--- config.mk ---
export PLATFORM = sky130hd
export DESIGN_NAME = mmd_top
export DESIGN_NICKNAME = d
export VERILOG_FILES = /design/src/rtl/mmd_pkg.sv /design/src/rtl/mmd_top.sv
export SDC_FILE = /design/constraint.sdc
export NUM_CORES = 1
export LEC_CHECK = 0
export BUFFER_PORTS_ARGS = -buffer_cell sky130_fd_sc_hd__buf_2
export CAP_MARGIN = 20
export CORE_MARGIN = 2
export CORE_UTILIZATION = 25
export CTS_BUF_LIST = sky130_fd_sc_hd__clkbuf_4 sky130_fd_sc_hd__clkbuf_8 sky130_fd_sc_hd__clkbuf_16
export CTS_CLUSTER_SIZE = 10
export DETAILED_ROUTE_END_ITERATION = 12
export PLACE_DENSITY = 0.54
export SLEW_MARGIN = 25
export SYNTH_ARGS = -nofsm -noshare
export SYNTH_HDL_FRONTEND = slang
export SYNTH_SLANG_ARGS = --single-unit
--- constraint.sdc ---
create_clock -name MCLK -period 2.8 [get_ports MCLK]
set_clock_uncertainty 0.15 [all_clocks]
set_input_delay 0.42 -clock MCLK [delete_from_list [all_inputs] [get_ports MCLK]]
set_output_delay 0.42 -clock MCLK [all_outputs]
set_load 0.05 [all_outputs]
--- src/rtl/mmd_pkg.sv ---
// Package for the memory mode, overlay decode and select block
package mmd_pkg;

    // ****************************************************************
    // Register map (byte address, word index is a quarter)
    // ****************************************************************
    localparam logic [7:0] REG_CONFIG    = 8'h00;
    localparam logic [7:0] REG_OVERLAY   = 8'h04;
    localparam logic [7:0] REG_WAIT      = 8'h08;
    localparam logic [7:0] REG_SELECT    = 8'h0c;
    localparam logic [7:0] REG_SYSCTL    = 8'h10;
    localparam logic [7:0] REG_STATUS    = 8'h14;

    // ****************************************************************
    // Field layouts and reset values
    // ****************************************************************
    localparam int SYSCTL_BYTE_OFF_BIT = 3;
    localparam logic [3:0] SEL_EN_RESET = 4'hb; // prog, data, io set; byte clear
    localparam int SEL_PROG = 0;
    localparam int SEL_DATA = 1;
    localparam int SEL_BYTE = 2;
    localparam int SEL_IO   = 3;
    localparam int BOOT_WORDS = 32;
    localparam logic [1:0] OVL_INTERNAL = 2'h0;
    localparam logic [1:0] OVL_EXT1     = 2'h1;
    localparam logic [1:0] OVL_EXT2     = 2'h2;
    localparam logic [13:0] OVL_WIN_BASE = 14'h2000;
    localparam int DM_CTRL_REGS   = 32;
    localparam int DM_USER_LARGE  = 16352;
    localparam int DM_USER_SMALL  = 8160;
    localparam int IO_ADDR_BITS   = 11;
    localparam int IO_REGION_BITS = 2;

    typedef enum logic [4:0] {
        MMD_RESET    = 5'h01,
        MMD_BYTEBOOT = 5'h02,
        MMD_HOSTBOOT = 5'h04,
        MMD_RUN      = 5'h08,
        MMD_RESERVED = 5'h10
    } mmd_state_e;

    typedef struct packed {
        logic host_mode;
        logic autoboot_off;
        logic host_dma_src;
    } mmd_straps_s;

    // Bit order matches the select enable register: io is bit 3, prog is bit 0
    typedef struct packed {
        logic        io;
        logic        byte_sp;
        logic        data;
        logic        prog;
    } mmd_sel_s;

endpackage : mmd_pkg

--- src/rtl/mmd_top.sv ---
// Memory mode straps, overlay address decode, wait-state and composite select logic
// Behaviour
// - Memory map chosen only during reset from the shared flag pin strap.
// - All three straps are sampled only while reset is held low.
// - Memory-map strap 0 gives full memory mode, 1 gives host mode.
// - Autoboot strap 0 enables booting after reset, 1 disables it.
// - Boot-source strap 0 selects byte DMA, 1 selects host DMA.
// - Straps 000 or 100 hold execution until 32 byte-DMA words load.
// - Straps 010 start at external location 0, full mode, no wait.
// - Straps 101 hold execution until program word 0 written by host.
// - Program overlay 1/2 drives A13 0/1 and low 13 address bits.
// - Data overlay nonzero selects external overlay with A13 per overlay.
// - Host mode limits overlay addressing to A0, no external execution.
// - Internal data takes one cycle; external inserts data wait count.
// - Top 32 data words are control registers; user space shrinks. The code gives them no decode; in the window they follow the data overlay.
// - I/O space is 2048 words on the lower 11 address bits.
// - I/O waits come from one of four 3-bit region registers.
// - Combined select asserts when any enabled space select asserts.
// - Combined select has the same timing and gating as space selects.
// - Select enables reset to 1 except the byte-space enable.
// - Byte-space select suppressed when system control bit 3 is 1.
module mmd_top #(
    parameter int DM_WORDS = 16384
) (
    input  wire logic        MCLK,
    input  wire logic        ARST_N,
    input  wire logic [7:0]  ADDR,
    input  wire logic [31:0] WDATA,
    input  wire logic        WR,
    input  wire logic        RD,
    output logic      [31:0] RDATA,
    input  wire logic        MODE_A,
    input  wire logic        MODE_B,
    input  wire logic        SHARED_FLAG_PIN_I,
    input  wire logic        RESET_PIN_N,
    input  wire logic        BYTE_DMA_WORD_DONE,
    input  wire logic        HOST_PM0_WRITTEN,
    input  wire logic        CORE_PROG_REQ,
    input  wire logic        CORE_DATA_REQ,
    input  wire logic        CORE_BYTE_REQ,
    input  wire logic        CORE_IO_REQ,
    input  wire logic [13:0] CORE_ADDR,
    input  wire logic        BUS_GRANTED,
    output logic             EXEC_HOLD_N,
    output logic             START_EXTERNAL,
    output logic             BYTE_BOOT_REQ,
    output logic             HOST_MODE,
    output logic [13:0]      EXT_ADDR,
    output logic             PROGRAM_SPACE_SELECT_N,
    output logic             DATA_SPACE_SELECT_N,
    output logic             BYTE_SPACE_SELECT_N,
    output logic             IO_SPACE_SELECT_N,
    output logic             COMBINED_SELECT_N,
    output logic [2:0]       WAIT_STATES,
    output logic             INTERNAL_ACCESS
);

    // ****************************************************************
    // Reset release and pin synchronisers
    // ****************************************************************
    logic [1:0] rst_sync_q;
    logic       rst_n;
    always_ff @(posedge MCLK or negedge ARST_N) begin
        if (!ARST_N) begin
            rst_sync_q <= 2'h0;
        end else begin
            rst_sync_q <= {rst_sync_q[0], 1'b1};
        end
    end
    assign rst_n = rst_sync_q[1];

    logic [3:0] pin_s1_q;
    logic [3:0] pin_s2_q;
    always_ff @(posedge MCLK or negedge ARST_N) begin
        if (!ARST_N) begin
            pin_s1_q <= 4'h0;
            pin_s2_q <= 4'h0;
        end else begin
            pin_s1_q <= {RESET_PIN_N, SHARED_FLAG_PIN_I, MODE_B, MODE_A};
            pin_s2_q <= pin_s1_q;
        end
    end

    // ****************************************************************
    // State
    // ****************************************************************
    typedef struct packed {
        mmd_pkg::mmd_state_e  st;
        mmd_pkg::mmd_straps_s straps;
        logic [5:0]           boot_cnt;
        logic [1:0]           pm_ovl;
        logic [1:0]           dm_ovl;
        logic [2:0]           data_wait_count;
        logic [11:0]          io_wait;
        logic [3:0]           sel_en;
        logic                 byte_off;
        logic [31:0]          rdata;
    } mmd_regs_s;

    mmd_regs_s r_q;
    mmd_regs_s r_d;
    logic      in_reset;
    logic      dm_internal;
    logic [2:0] io_wait_sel;
    logic [1:0] io_region;
    logic       in_window;

    assign in_reset  = !pin_s2_q[3];
    assign io_region = CORE_ADDR[mmd_pkg::IO_ADDR_BITS-1 -: mmd_pkg::IO_REGION_BITS];
    // Top words of data memory get no decode of their own; in the window they follow the overlay
    // Only the upper window is overlaid; lower addresses always stay on chip
    assign in_window   = (CORE_ADDR >= mmd_pkg::OVL_WIN_BASE);
    assign dm_internal = (r_q.dm_ovl == mmd_pkg::OVL_INTERNAL) || !in_window;

    always_comb begin
        io_wait_sel = 3'h0;
        for (int i = 0; i < 4; i++) begin
            if (io_region == 2'(i)) begin
                io_wait_sel = r_q.io_wait[i*3 +: 3];
            end
        end
    end

    always_comb begin
        r_d = r_q;
        if (in_reset) begin
            // Straps are only honoured while the reset pin is low
            r_d.straps = '{host_mode:    pin_s2_q[2],
                           autoboot_off: pin_s2_q[1],
                           host_dma_src: pin_s2_q[0]};
            r_d.st       = mmd_pkg::MMD_RESET;
            r_d.boot_cnt = 6'h0;
        end else begin
            unique case (r_q.st)
                mmd_pkg::MMD_RESET: begin
                    unique case ({r_q.straps.host_mode, r_q.straps.autoboot_off,
                                  r_q.straps.host_dma_src})
                        3'h0, 3'h4: r_d.st = mmd_pkg::MMD_BYTEBOOT;
                        3'h2:       r_d.st = mmd_pkg::MMD_RUN;
                        3'h5:       r_d.st = mmd_pkg::MMD_HOSTBOOT;
                        default:    r_d.st = mmd_pkg::MMD_RESERVED;
                    endcase
                end
                mmd_pkg::MMD_BYTEBOOT: begin
                    if (BYTE_DMA_WORD_DONE) begin
                        r_d.boot_cnt = r_q.boot_cnt + 6'h1;
                        if (r_q.boot_cnt == 6'(mmd_pkg::BOOT_WORDS - 1)) begin
                            r_d.st = mmd_pkg::MMD_RUN;
                        end
                    end
                end
                mmd_pkg::MMD_HOSTBOOT: begin
                    if (HOST_PM0_WRITTEN) begin
                        r_d.st = mmd_pkg::MMD_RUN;
                    end
                end
                mmd_pkg::MMD_RUN: begin
                end
                mmd_pkg::MMD_RESERVED: begin
                end
            endcase
        end
        // Register writes
        if (WR) begin
            unique case (ADDR)
                mmd_pkg::REG_OVERLAY: begin
                    r_d.pm_ovl = WDATA[1:0];
                    r_d.dm_ovl = WDATA[5:4];
                end
                mmd_pkg::REG_WAIT: begin
                    r_d.data_wait_count   = WDATA[2:0];
                    r_d.io_wait = WDATA[15:4];
                end
                mmd_pkg::REG_SELECT: r_d.sel_en = WDATA[3:0];
                mmd_pkg::REG_SYSCTL: r_d.byte_off = WDATA[mmd_pkg::SYSCTL_BYTE_OFF_BIT];
                default: begin
                end
            endcase
        end
        r_d.rdata = 32'h0;
        if (RD) begin
            unique case (ADDR)
                mmd_pkg::REG_CONFIG:
                    r_d.rdata = {29'h0, r_q.straps};
                mmd_pkg::REG_OVERLAY:
                    r_d.rdata = {26'h0, r_q.dm_ovl, 2'h0, r_q.pm_ovl};
                mmd_pkg::REG_WAIT:
                    r_d.rdata = {16'h0, r_q.io_wait, 1'b0, r_q.data_wait_count};
                mmd_pkg::REG_SELECT:
                    r_d.rdata = {28'h0, r_q.sel_en};
                mmd_pkg::REG_SYSCTL:
                    r_d.rdata = {28'h0, r_q.byte_off, 3'h0};
                mmd_pkg::REG_STATUS:
                    r_d.rdata = {21'h0, r_q.boot_cnt, r_q.st};
                default: r_d.rdata = 32'h0;
            endcase
        end
    end

    always_ff @(posedge MCLK or negedge rst_n) begin
        if (!rst_n) begin
            r_q          <= '0;
            r_q.st       <= mmd_pkg::MMD_RESET;
            r_q.sel_en   <= mmd_pkg::SEL_EN_RESET;
            r_q.data_wait_count    <= 3'h7;
            r_q.io_wait  <= 12'hfff;
        end else begin
            r_q <= r_d;
        end
    end

    // ****************************************************************
    // Outputs
    // ****************************************************************
    mmd_pkg::mmd_sel_s sel;
    logic              ext_ovl;
    logic [13:0]       ovl_addr;

    always_comb begin
        // Selects only assert once the bus is ours, same gate for all
        sel.prog    = CORE_PROG_REQ && BUS_GRANTED && !r_q.straps.host_mode;
        sel.data    = CORE_DATA_REQ && BUS_GRANTED;
        sel.byte_sp = CORE_BYTE_REQ && BUS_GRANTED && !r_q.byte_off;
        sel.io      = CORE_IO_REQ && BUS_GRANTED;
        ext_ovl     = 1'b0;
        ovl_addr    = CORE_ADDR - mmd_pkg::OVL_WIN_BASE;
        EXT_ADDR    = 14'h0;
        if (sel.io) begin
            EXT_ADDR = {3'h0, CORE_ADDR[mmd_pkg::IO_ADDR_BITS-1:0]};
        end else if (sel.prog && in_window && r_q.pm_ovl != mmd_pkg::OVL_INTERNAL) begin
            EXT_ADDR = {r_q.pm_ovl == mmd_pkg::OVL_EXT2, ovl_addr[12:0]};
        end else if (sel.data && !dm_internal) begin
            ext_ovl  = 1'b1;
            EXT_ADDR = {r_q.dm_ovl == mmd_pkg::OVL_EXT2, ovl_addr[12:0]};
        end
        if (r_q.straps.host_mode) begin
            EXT_ADDR = {13'h0, EXT_ADDR[0]};
        end
    end

    assign PROGRAM_SPACE_SELECT_N = !sel.prog;
    assign DATA_SPACE_SELECT_N    = !sel.data;
    assign BYTE_SPACE_SELECT_N    = !sel.byte_sp;
    assign IO_SPACE_SELECT_N      = !sel.io;
    assign COMBINED_SELECT_N      = !(|(sel & r_q.sel_en));
    assign WAIT_STATES = sel.io ? io_wait_sel : (ext_ovl ? r_q.data_wait_count : 3'h0);
    assign INTERNAL_ACCESS = CORE_DATA_REQ && dm_internal;
    assign EXEC_HOLD_N    = (r_q.st == mmd_pkg::MMD_RUN);
    assign START_EXTERNAL = (r_q.st == mmd_pkg::MMD_RUN) && r_q.straps.autoboot_off
                            && !r_q.straps.host_mode;
    assign BYTE_BOOT_REQ  = (r_q.st == mmd_pkg::MMD_BYTEBOOT);
    assign HOST_MODE      = r_q.straps.host_mode;
    assign RDATA          = r_q.rdata;

endmodule : mmd_top

; ---- Yosys cells after proc, flatten, opt, wreduce, memory -nomap -nowiden
; Index checks and enable logic that the tools add are counted.
[word_totals]
input_bits = 69
word_cells = 102
regBits = 80
[op_classes]
bitwise_logic = 1
n_reduce_logical = 35
eq_ne = 24
muxes = 24
add_sub_neg = 2
magnitude_cmp = 1
[ops]
columns = op, count
row1 = case mux 16 bit (6 select lines), 1
row2 = 2-to-1 mux 14 bit, 4
row3 = case mux 5 bit (3 select lines), 2
row4 = 2-to-1 mux 5 bit, 4
row5 = 2-to-1 mux 3 bit, 6
row6 = 2-to-1 mux 6 bit, 3
row7 = == test 8 x 4 -> 1 bit (second input constant), 2
row8 = == test 8 x 5 -> 1 bit (second input constant), 2
row9 = 2-to-1 mux 16 bit, 1
row10 = >= comparator 14 bit (second input constant), 1
row11 = subtractor 13 x 1 -> 13 bit (second input constant), 1
row12 = logical AND 1 bit, 12
row13 = AND reduction 2 bit, 5
row14 = zero test 1 bit, 9
row15 = == test 2 bit (second input constant), 4
row16 = == test 8 x 3 -> 1 bit (second input constant), 1
row17 = zero test 8 bit, 1
row18 = adder 6 x 1 -> 6 bit (second input constant), 1
row19 = == test 3 bit (second input constant), 2
row20 = == test 6 x 5 -> 1 bit (second input constant), 1
row21 = != test 3 bit (second input constant), 2
row22 = == test 5 x 1 -> 1 bit (second input constant), 1
row23 = == test 5 x 2 -> 1 bit (second input constant), 1
row24 = == test 5 x 3 -> 1 bit (second input constant), 1
row25 = 15 further kinds, 19

; ---- Logic depth before layout (Yosys ltp)
; Gate-level depths: netlist (run 1).
[logic_depth]
depth_word = 10
mapped_depth = 6
depth_no_buf = 5

; ---- Least setup slack after synthesis (run 1)
; No wires, ideal clock.
[synth_path]
path_type = reg2out
start = register r_q[67] in the netlist's numbering
end = output START_EXTERNAL
path_buffers = 1
required_time_ps = 2230
arrival_ps = 3582
path_slack_ps = -1352
path_stages_with_launch = 5
path_cell_list = dfrtp_1 > clkbuf_1 > nor2_1 > nor4b_1 > nor3b_1
[synth_between]
elab_chain_len = 3
[synth_lines]
columns = item, line
row1 = from (decl), mmd_top.sv:100  ; mmd_regs_s r_q;
row2 = from (signal assigned), mmd_top.sv:208  ; r_q <= r_d;
row3 = == test 5 x 4 -> 1 bit, -
row4 = via EXEC_HOLD_N, mmd_top.sv:44  ; output logic EXEC_HOLD_N,
row5 = logical AND 1 bit, mmd_top.sv:249  ; assign START_EXTERNAL = (r_q.st == mmd_pkg::MMD_RUN) && r_q.straps.autoboot_off
row6 = logical AND 1 bit, mmd_top.sv:250  ; && !r_q.straps.host_mode;
row7 = to (decl), mmd_top.sv:45  ; output logic START_EXTERNAL,
; The timed path passes the listed nets, and every way through them passes these cells.

; ---- Worst setup path after layout (run 1)
[layout_path]
start = register r_q[55] in the netlist's numbering
end = output WAIT_STATES[0]
[layout_between]
elab_chain_len = 6
[layout_lines]
columns = item, line
row1 = nonzero test 2 bit, mmd_top.sv:230  ; end else if (sel.prog && in_window && r_q.pm_ovl != mmd_pkg::OVL_INTERNAL) begin
row2 = logical AND 1 bit, mmd_top.sv:230
row3 = 2-to-1 mux 1 bit, mmd_top.sv:230
row4 = 2-to-1 mux 1 bit, mmd_top.sv:228  ; if (sel.io) begin
row5 = 2-to-1 mux 3 bit (2 in series), mmd_top.sv:246  ; assign WAIT_STATES = sel.io ? io_wait_sel : (ext_ovl ? r_q.data_wait_count : 3'h0);
row6 = to (decl), mmd_top.sv:54  ; output logic [2:0] WAIT_STATES,
; Every way passes these cells.

==> results of run 1 <==
-- placed cells by master, fill, tap and decap left out, types with 3 or more instances in the layout --
| cell type | Yosys | layout |
|---|---|---|
| and2_1 | 12 | 12 |
| nor2b_1 | 4 | 4 |
| nand3_1 | 6 | 6 |
| mux2i_1 | 6 | 6 |
| nor4_1 | 4 | 3 |
| mux4_2 | 4 | 4 |
| conb_1 | 2 | 17 |
| o21ai_0 | 6 | 6 |
| buf_2 | 1 | 95 |
| a22oi_1 | 5 | 5 |
| nand2b_1 | 3 | 3 |
| clkbuf_16 | 0 | 9 |
| mux2_4 | 10 | 10 |
| dfrtp_1 | 45 | 44 |
| dfstp_2 | 19 | 19 |
| mux2_2 | 18 | 18 |
| a31oi_1 | 3 | 3 |
| xnor2_1 | 3 | 3 |
| inv_1 | 11 | 11 |
| nor3_1 | 4 | 4 |
| nand2_1 | 7 | 7 |
| and3_1 | 6 | 6 |
| a21oi_1 | 7 | 7 |
| buf_4 | 32 | 8 |
| nor2_1 | 24 | 24 |
| nand4_1 | 4 | 4 |
| a22o_1 | 3 | 3 |
-- final timing paths --
path | endpoint | slack (ns) | cells past startpoint
max | WAIT_STATES[0] | 0.30 | 4
min | pin_s1_q[3] | 0.05 | 1
max reg2reg | r_q[59] | 0.92 | 4
min reg2reg | r_q[68] | 0.20 | 0
max in group asynchronous | r_q[40] | 1.69 | 1
min in group asynchronous | r_q[68] | 0.20 | 0
-- power groups by stage --
stage / logic (mW) / registers (mW) / clock network, mW
2_1_floorplan: 0.318 / 1.05 / 0
3_3_place_gp: 0.393 / 1.08 / 0
3_5_place_dp: 0.398 / 1.08 / 0
4_1_cts: 0.401 / 1.07 / 1.07
5_1_grt: 0.435 / 1.08 / 1.11
6_report: 0.400 / 1.07 / 1.04
-- final cells by class --
| cell class | count | area (um^2) | area share |
|---|---|---|---|
| clock buffers | 12 | 254 | 0.0608 |
| repair buffers | 104 | 546 | 0.131 |
| well taps | 176 | 220 | 0.0527 |
| multi-input cells | 190 | 1450 | 0.348 |
| clock inverters | 4 | 28.8 | 0.00689 |
| inverters | 12 | 45.0 | 0.0108 |
| flip-flops and latches | 64 | 1630 | 0.390 |
-- worst max-delay path: stages (launching register included) --
cell and delay (ns):
dfrtp_1 0.41, o211ai_1 0.34, nor3b_1 0.38, a22o_1 0.20
buf_2 0.26
-- synthesized netlist by cell type, drive strengths merged, types with 2 or more instances --
master / number
a21oi: 7
a22o: 3
a22oi: 5
a31oi: 3
a32oi: 2
and2: 12
and3: 6
and3b: 2
buf: 36
clkbuf: 7
conb: 2
dfrtp: 45
dfstp: 19
inv: 11
mux2: 28
mux2i: 6
mux4: 4
nand2: 8
nand2b: 3
nand3: 6
nand4: 4
nor2: 24
nor2b: 4
nor3: 4
nor3b: 3
nor4: 4
nor4b: 2
o2111ai: 2
o211ai: 2
o21ai: 6
o31ai: 2
or3: 2
or4: 3
xnor2: 3
-- logic make-up after synthesis --
logic type,count (synthesis)
buffers and inverters,55
DFF,64
and+or+nand+nor,90
adders and majority gates,1
xor gates and xnor gates,4
AOI/OAI and AO/OA,40
other,2
muxes,38
-- metrics by stage --
step | cell area [um^2] | std cells | power, mW | worst slack [ns]
floorplan | 3420 | 309 | 1.37 | -0.173
global placement | 3880 | 545 | 1.47 | 0.486
detailed placement | 3880 | 545 | 1.48 | 0.474
CTS | 4180 | 562 | 2.54 | 0.287
global route | 4180 | 562 | 2.62 | 0.193
finish | 4180 | 562 | 2.51 | 0.303
-- state kept, by name (all words and copies together) (netlist names) --
signal / count
r_q: 37
RDATA: 16
pin_s1_q: 4
pin_s2_q: 4
rst_sync_q: 2
HOST_MODE: 1
-- layer usage --
metal  track usage  vias to the layer above  part of all wire
li1              -                     1181                 -
met1         0.166                     1234              0.46
met2         0.181                       96              0.46
met3        0.0388                       12             0.070
met4        0.0375                        0             0.013
met5             0                        -                 0
==> flow_summary_export.csv, run 1 <==
group,metric,value,unit
critical_path,critPathLaunchType,"flip-flop",
floorplan,start_util,0.254,
finish,nNetsFinal,451,
hold_path,min-delay-start,"RESET_PIN_N",
finish,layout-drive-gt1-share,0.464,
floorplan,fp.dieH,119,um
sta,fmax,401,MHz
pwr,pwr-share-clk,0.415,
clocking,cts_buffer_depth,2,
drt,totalWireLength,8340,um
floorplan,ios,128,
global_routing,globalRouteTotalUtil,0.121,
critical_path,crit_path_end_kind,"primary output",
finish,fill_cells,1392,
sta,hold_ws,0.0451,ns
clocking,cts_buffers,9,
pwr,ir_drop,0.320,mV
pwr,swShare,0.291,
placed_design,io_buffers,95,
sta,rsz0062_at_grt,"no",
outcome,status,"completed",
placed_design,hpwl,6490,um
synth,async_flop_share,1.00,
hold_path,holdCritPathClass,"input port to flip-flop",
synth,synth_top_family_by_area,"simple AND/OR/NAND/NOR gates",
synth,synthMuxAreaShare,0.151,
critical_path,timing.rr.start,"r_q[69]",
synth,yosys.area_share.xor_xnor,0.0105,
clocking,root_buffer,"clkbuf_16",
clocking,hold_buffers,1,
synth,synth_fa_ha_area_frac,0.00375,
global_routing,grt_start_max_net_pins,49,
sta,finalSetupViolCount,0,
drt,drc,0,
sta,period_share,0.892,
sta,relSlewSlack,0.581,
global_routing,first_global_vias,2419,
finish,antenna_cells,0,
critical_path,startpoint,"r_q[55]",
drt,drt_iter0_drc,185,
synth,syn_inst,294,
pwr,p_seq_frac,0.425,
synth,syn_area,3330,um^2
drt,firstDrtPassIters,4,
floorplan,die-area,14300,um^2
synth,yosysSeqAreaShare,0.488,
sta,worst_pin_slew,0.629,ns
floorplan,core_area,13100,um^2
synth,synth-main-ff-cell,"dfrtp_1",
drt,wl_per_cell,14.8,um
clocking,h-tree-depth,3,
clocking,cts_sinks,64,
synth,synth-compound-area-share,0.0860,
clocking,clock_latency,0.33,ns
pwr,power.internal,1.78,mW
synth,syn_avg_cell_area,11.3,um^2
sta,tns,0,ns
floorplan,die_w,119,um
synth,synth.top_cell.area_share,0.338,
drt,vias,2523,
critical_path,required,2.23,ns
global_routing,overflow,0,
floorplan,row_count,42,
finish,syn2layout_area_growth,25.3,%
synth,yosysUniqueCellTypes,55,
sta,hold_viol,0,
pwr,power.density,601,nW/um^2
critical_path,worstPathMaxFanout,4,
clocking,clkSlewWorstSetupHoldPaths,0.05,ns
synth,synthTopCellsByArea,"dfrtp_1, dfstp_2, buf_4",
finish,fin_util,0.318,
synth,ys_warn_count,0,
critical_path,worst_ep_arrival_time,1.93,ns
clocking,post_cts_buffers,0,
sta,slew_violations,0,
drt,vias_per_cell,4.49,
critical_path,worst-setup-path-type,"flip-flop to primary output",
global_routing,grt_pass1_wl,13200,um
synth,synth_edf_count,0,
synth,synth_simple_gate_area_frac,0.156,
pwr,switchingPower,0.730,mW
pwr,combinationalPowerShare,0.159,
drt,ant_nets,0,
sta,fin_crit,2.50,ns
synth,synth_top_area_cell,"dfrtp_1",
clocking,post_cts_resized,0,
clocking,cts_tree,"done",
synth,ys_seq_elements,64,
global_routing,antenna_found_initial,0,
pwr,p_leak,2.01,nW
run,maxCapViolCount,0,
placed_design,gp_congestion,0.780,
No activity file was read; power rests on OpenSTA's default activity.
==> inputs of run 2 (changes only) <==
==> constraint.sdc (replaced) <==
create_clock -name MCLK -period 2.8 [get_ports MCLK]
set_clock_uncertainty 0.15 [all_clocks]
set_input_delay 0.28 -clock MCLK [delete_from_list [all_inputs] [get_ports MCLK]]
set_output_delay 0.28 -clock MCLK [all_outputs]
set_load 0.05 [all_outputs]
==> run 2 against run 1 <==
Against the previous run:
- critical path depth up 1
- sequential share of layout area shrank 0.39 points
- register-to-register slack lost 0.04 ns
- clock power is 17% higher
- critical endpoint is now EXT_ADDR[10]
==> flow_summary_export.csv, run 2 (same netlist as run 1, synthesis figures left out) <==
group,metric,value,unit
critical_path,crit_end,"EXT_ADDR[10]",
drt,firstDrtPassIters,4,
placed_design,post_dp_cell_area,3840,um^2
hold_path,holdCritPathClass,"input port to flip-flop",
clocking,clock_latency,0.33,ns
floorplan,die-area,14300,um^2
critical_path,timing.rr.start,"r_q[69]",
finish,nNetsFinal,450,
floorplan,start_util,0.254,
global_routing,overflow,0,
sta,period_share,0.917,
floorplan,ios,128,
global_routing,antenna_found_initial,0,
drt,drc,0,
floorplan,fp.dieH,119,um
clocking,clkSlewWorstSetupHoldPaths,0.06,ns
sta,fin_crit,2.57,ns
critical_path,startpoint,"HOST_MODE",
floorplan,die_w,119,um
critical_path,critPathLaunchType,"flip-flop",
clocking,root_buffer,"clkbuf_16",
finish,fill_cells,1353,
finish,largest_reg_flops,37,
critical_path,required,2.37,ns
outcome,status,"completed",
clocking,cts_buffers,9,
global_routing,first_global_vias,2540,
finish,layout-drive-gt1-share,0.455,
drt,totalWireLength,8750,um
critical_path,crit_path_end_kind,"primary output",
floorplan,core_area,13100,um^2
critical_path,worst-setup-path-type,"flip-flop to primary output",
global_routing,grt_start_max_net_pins,50,
placed_design,dp_cells,540,
floorplan,row_count,42,
placed_design,hpwl,6650,um
critical_path,worstRegToRegCells,4,
clocking,cts_tree,"done",
critical_path,worst_ep_arrival_time,2.14,ns
finish,mostFrequentLayoutCell,"buf_2",
placed_design,io_buffers,95,
clocking,h-tree-depth,3,
sta,slew_violations,0,
sta,fmax,390,MHz
sta,worst_pin_slew,0.636,ns
pwr,p_leak,2.03,nW
finish,regMostFlops,"r_q",
pwr,power.density,640,nW/um^2
clocking,cts_sinks,64,
finish,design_area,4220,um^2
critical_path,ff2ff_setup_slack,0.88,ns
sta,finalSetupViolCount,0,
finish,mostFrequentLayoutCells,"buf_2, dfrtp_1, nor2_1",
drt,ant_nets,0,
drt,vias,2524,
run,maxCapViolCount,0,
drt,wl_per_cell,15.6,um
sta,relSlewSlack,0.576,
critical_path,worstPathMaxFanout,10,
finish,syn2layout_area_growth,26.6,%
drt,drt_iter0_drc,141,
drt,vias_per_cell,4.50,
sta,hold_viol,0,
placed_design,gp_congestion,0.815,
finish,antenna_cells,0,
global_routing,globalRouteTotalUtil,0.127,
finish,fin_util,0.321,
sta,rsz0062_at_grt,"no",
clocking,cts_buffer_depth,2,
critical_path,rr_endpoint,"r_q[61]",
pwr,ir_drop,0.234,mV
global_routing,grt_pass1_wl,14000,um
finish,layoutNonFillerInstCount,561,
## run 2: cell count changes in the layout (fill, tap and decap cells not counted), sizes merged
cell,before,now
clkinv,2,3
inv,12,14
clkbuf,12,9
clkinvlp,2,0
dlygate4sd3,1,5
buf,103,98
bufinv,0,2
## run 2: timing repair
item / CTS / global route
gates resized for setup: 0 / 1
hold buffers: 5 / 0
setup endpoints to repair: 0 / 10
endpoints found under the hold margin: 14 / 0
buffers inserted: 0 / 0
## run 2: where the power goes
part | internal, mW | total (mW) | switching [mW]
sequential | 0.988 | 1.07 | 0.0802
clock | 0.788 | 1.22 | 0.437
combinational | 0.149 | 0.405 | 0.257
## run 2: worst max-delay path: stages, from the launching register on
cell      delay [ns]
dfrtp_1         0.38
and3b_1         0.34
o211ai_1        0.23
a31oi_2         0.41
and2_1          0.18
buf_2           0.26
## run 2: per-layer routing
layer / up-vias / share of wire / GRT usage
met4: 0 / 0.0074 / 0.0353
met2: 84 / 0.48 / 0.202
li1: 1181 / - / -
met3: 6 / 0.059 / 0.0354
met5: - / 0 / 0
met1: 1253 / 0.45 / 0.169
## run 2: through the flow
stage | TNS (ns) | power, mW | setup WS [ns] | hold WS (ns)
6_report | 0 | 2.70 | 0.233 | 0.0296
4_1_cts | 0 | 2.72 | 0.0918 | 0.0215
5_1_grt | 0 | 2.82 | 0.105 | 0.0291
3_3_place_gp | 0 | 1.47 | 0.515 | -0.0123
2_1_floorplan | -0.0333 | 1.37 | -0.0333 | -0.166
3_5_place_dp | 0 | 1.48 | 0.427 | -0.00435
## run 2: worst min-delay path by stage
stage	slack [ns]	end	startpoint	depth (start not counted)
2_1_floorplan	-0.17	pin_s1_q[0]	ARST_N	0
3_3_place_gp	-0.01	pin_s1_q[3]	ARST_N	1
3_5_place_dp	-0.004	pin_s1_q[1]	ARST_N	1
4_1_cts	0.02	r_q[41]	WDATA[8]	2
5_1_grt	0.03	r_q[41]	WDATA[8]	2
6_report	0.03	r_q[41]	WDATA[8]	2
## run 2: cell type report
type | instances | area [um^2] | area share
clock buffer | 9 | 225 | 0.0534
multi-input combinational | 190 | 1450 | 0.344
timing repair buffer | 103 | 548 | 0.130
clock inverter | 7 | 100 | 0.0237
inverter | 12 | 45.0 | 0.0107
sequential | 64 | 1630 | 0.386
tap | 176 | 220 | 0.0522
==> inputs of run 3 (changes only) <==
--- a/config.mk
+++ b/config.mk
@@ -7,12 +7,14 @@
 export LEC_CHECK = 0
 export BUFFER_PORTS_ARGS = -buffer_cell sky130_fd_sc_hd__buf_2
 export CAP_MARGIN = 20
+export CELL_PAD_IN_SITES_DETAIL_PLACEMENT = 0
+export CELL_PAD_IN_SITES_GLOBAL_PLACEMENT = 1
 export CORE_MARGIN = 2
 export CORE_UTILIZATION = 25
 export CTS_BUF_LIST = sky130_fd_sc_hd__clkbuf_4 sky130_fd_sc_hd__clkbuf_8 sky130_fd_sc_hd__clkbuf_16
 export CTS_CLUSTER_SIZE = 10
 export DETAILED_ROUTE_END_ITERATION = 12
-export PLACE_DENSITY = 0.54
+export PLACE_DENSITY_LB_ADDON = 0.1
 export SLEW_MARGIN = 25
 export SYNTH_ARGS = -nofsm -noshare
 export SYNTH_HDL_FRONTEND = slang
==> run 3 against run 2 <==
Against the previous run:
- register-to-register slack barely moved
- worst hold slack got worse by 0.0086 ns
- non-clock buffer count rose by 3
- highest routed layer unchanged
- fmax rose by 0.57%
- clock-buffer cell count rose by 1
- die area did not move
- first-iteration DRC count fell by 18%
- core utilization barely moved
- largest power group unchanged
- critical endpoint is now EXT_ADDR[1]
==> flow_summary_export.csv, run 3 (same netlist as run 1, synthesis figures left out) <==
group,metric,value,unit
global_routing,antenna_found_initial,0,
critical_path,cpPeakStageDelay,0.41,ns
clocking,root_buffer,"clkbuf_16",
critical_path,ff2ff_setup_slack,0.88,ns
floorplan,start_util,0.254,
drt,ant_nets,0,
finish,largest_reg_flops,37,
drt,wl_per_cell,16.0,um
drt,vias_per_cell,4.43,
pwr,swShare,0.291,
floorplan,row_count,42,
sta,rsz0062_at_grt,"no",
clocking,clock_latency,0.33,ns
placed_design,post_dp_cell_area,3860,um^2
clocking,cts_tree,"done",
finish,antenna_cells,0,
drt,drt_iter0_drc,115,
sta,tns,0,ns
global_routing,globalRouteTotalUtil,0.130,
clocking,clkSlewWorstSetupHoldPaths,0.06,ns
critical_path,worst-setup-path-type,"flip-flop to primary output",
pwr,power.internal,1.84,mW
placed_design,gp_congestion,0.718,
floorplan,die-area,14300,um^2
drt,drc,0,
global_routing,first_global_vias,2376,
floorplan,die_w,119,um
critical_path,cp_top_family,"compound AO/OA/AOI/OAI gates",
finish,mostFrequentLayoutCells,"buf_2, dfrtp_1, nor2_1",
outcome,status,"completed",
placed_design,io_buffers,95,
clocking,cts_sinks,64,
sta,fmax,392,MHz
critical_path,path_buf_inv,1,
pwr,p_seq_frac,0.410,
drt,totalWireLength,9010,um
pwr,power,2.59,mW
global_routing,grt_start_max_net_pins,23,
finish,mostFrequentLayoutCell,"buf_2",
pwr,switchingPower,0.755,mW
finish,syn2layout_area_growth,26.5,%
sta,period_share,0.912,
floorplan,ios,128,
critical_path,crit_path_end_kind,"primary output",
critical_path,required,2.37,ns
critical_path,worstPathMaxFanout,10,
pwr,ir_drop,0.254,mV
critical_path,critPathLaunchType,"flip-flop",
clocking,cts_buffer_depth,2,
pwr,p_leak,2.02,nW
finish,layout-drive-gt1-share,0.459,
hold_path,holdCritPathClass,"flip-flop to async pin",
finish,fin_util,0.321,
finish,regMostFlops,"r_q",
finish,nNetsFinal,453,
clocking,cts_buffers,9,
drt,firstDrtPassIters,4,
floorplan,fp.dieH,119,um
critical_path,worst_ep_arrival_time,2.12,ns
sta,fin_crit,2.55,ns
global_routing,overflow,0,
floorplan,core_area,13100,um^2
drt,vias,2500,
sta,hold_viol,0,
pwr,pwr-share-clk,0.432,
sta,slew_violations,0,
pwr,power.density,615,nW/um^2
run,maxCapViolCount,0,
finish,design_area,4220,um^2
clocking,post_cts_buffers,0,
placed_design,hpwl,6870,um
critical_path,crit_chain,"and3b_1 > o211ai_1 > a31oi_2 > and2_1 > buf_2",
clocking,h-tree-depth,3,
pwr,combinationalPowerShare,0.158,
sta,finalSetupViolCount,0,
critical_path,critPathSlowestCell,"dfrtp_1",
global_routing,grt_pass1_wl,13800,um
==> run 3: cell count changes in the layout (fill, tap and decap cells not counted), sizes merged <==
cell      delta
buf          +3
clkbuf       +1
clkinv       -2
bufinv       -1
inv          -2
clkinvlp     +4
==> run 3: area by class of cell <==
class / instances / area [um^2]
Sequential cell: 64 / 1630
Clock inverter: 6 / 68.8
Inverter: 12 / 45.0
Multi-Input combinational cell: 190 / 1450
Fill cell: 1399 / 8920
Tap cell: 176 / 220
Clock buffer: 10 / 233
Timing Repair Buffer: 106 / 571
==> run 3: final timing paths <==
| kind | to | cells past startpoint | startpoint |
|---|---|---|---|
| hold / removal | RDATA[0] | 0 | rst_sync_q[1] |
| hold reg to reg | RDATA[0] | 0 | rst_sync_q[1] |
| setup / recovery | EXT_ADDR[1] | 5 | HOST_MODE |
| max in group asynchronous | r_q[48] | 1 | rst_sync_q[1] |
| min in group MCLK | r_q[48] | 2 | WDATA[15] |
| setup reg to reg | r_q[61] | 4 | r_q[69] |
==> run 3: power by group through the flow <==
stage / logic (mW) / registers, mW / clock network [mW]
after detailed placement: 0.406 / 1.08 / 0
after CTS: 0.414 / 1.06 / 1.16
after global placement: 0.409 / 1.08 / 0
after global routing: 0.446 / 1.07 / 1.20
final: 0.411 / 1.06 / 1.12
after floorplan: 0.317 / 1.05 / 0
==> run 3: what timing repair did <==
| item | in CTS | in global routing |
|---|---|---|
| endpoints found under the hold margin | 14 | 0 |
| hold buffers | 5 | 0 |
| setup endpoints to repair | 0 | 10 |
| resized for setup | 0 | 1 |
==> run 3: through the flow <==
stage / setup slack, ns / std cells / hold WS (ns)
5_1_grt: 0.0573 / 564 / 0.0178
4_1_cts: 0.0985 / 564 / 0.0163
3_3_place_gp: 0.457 / 543 / -0.00978
3_5_place_dp: 0.466 / 543 / -0.00719
2_1_floorplan: -0.0333 / 309 / -0.166
6_report: 0.248 / 564 / 0.0210
==> run 3: metal layers <==
metal / wire (um) / up-vias / GRT usage
met4: 104 / 0 / 0.0375
met5: 0 / - / 0
met3: 423 / 10 / 0.0369
met2: 4290 / 66 / 0.203
met1: 4180 / 1243 / 0.175
li1: - / 1181 / -
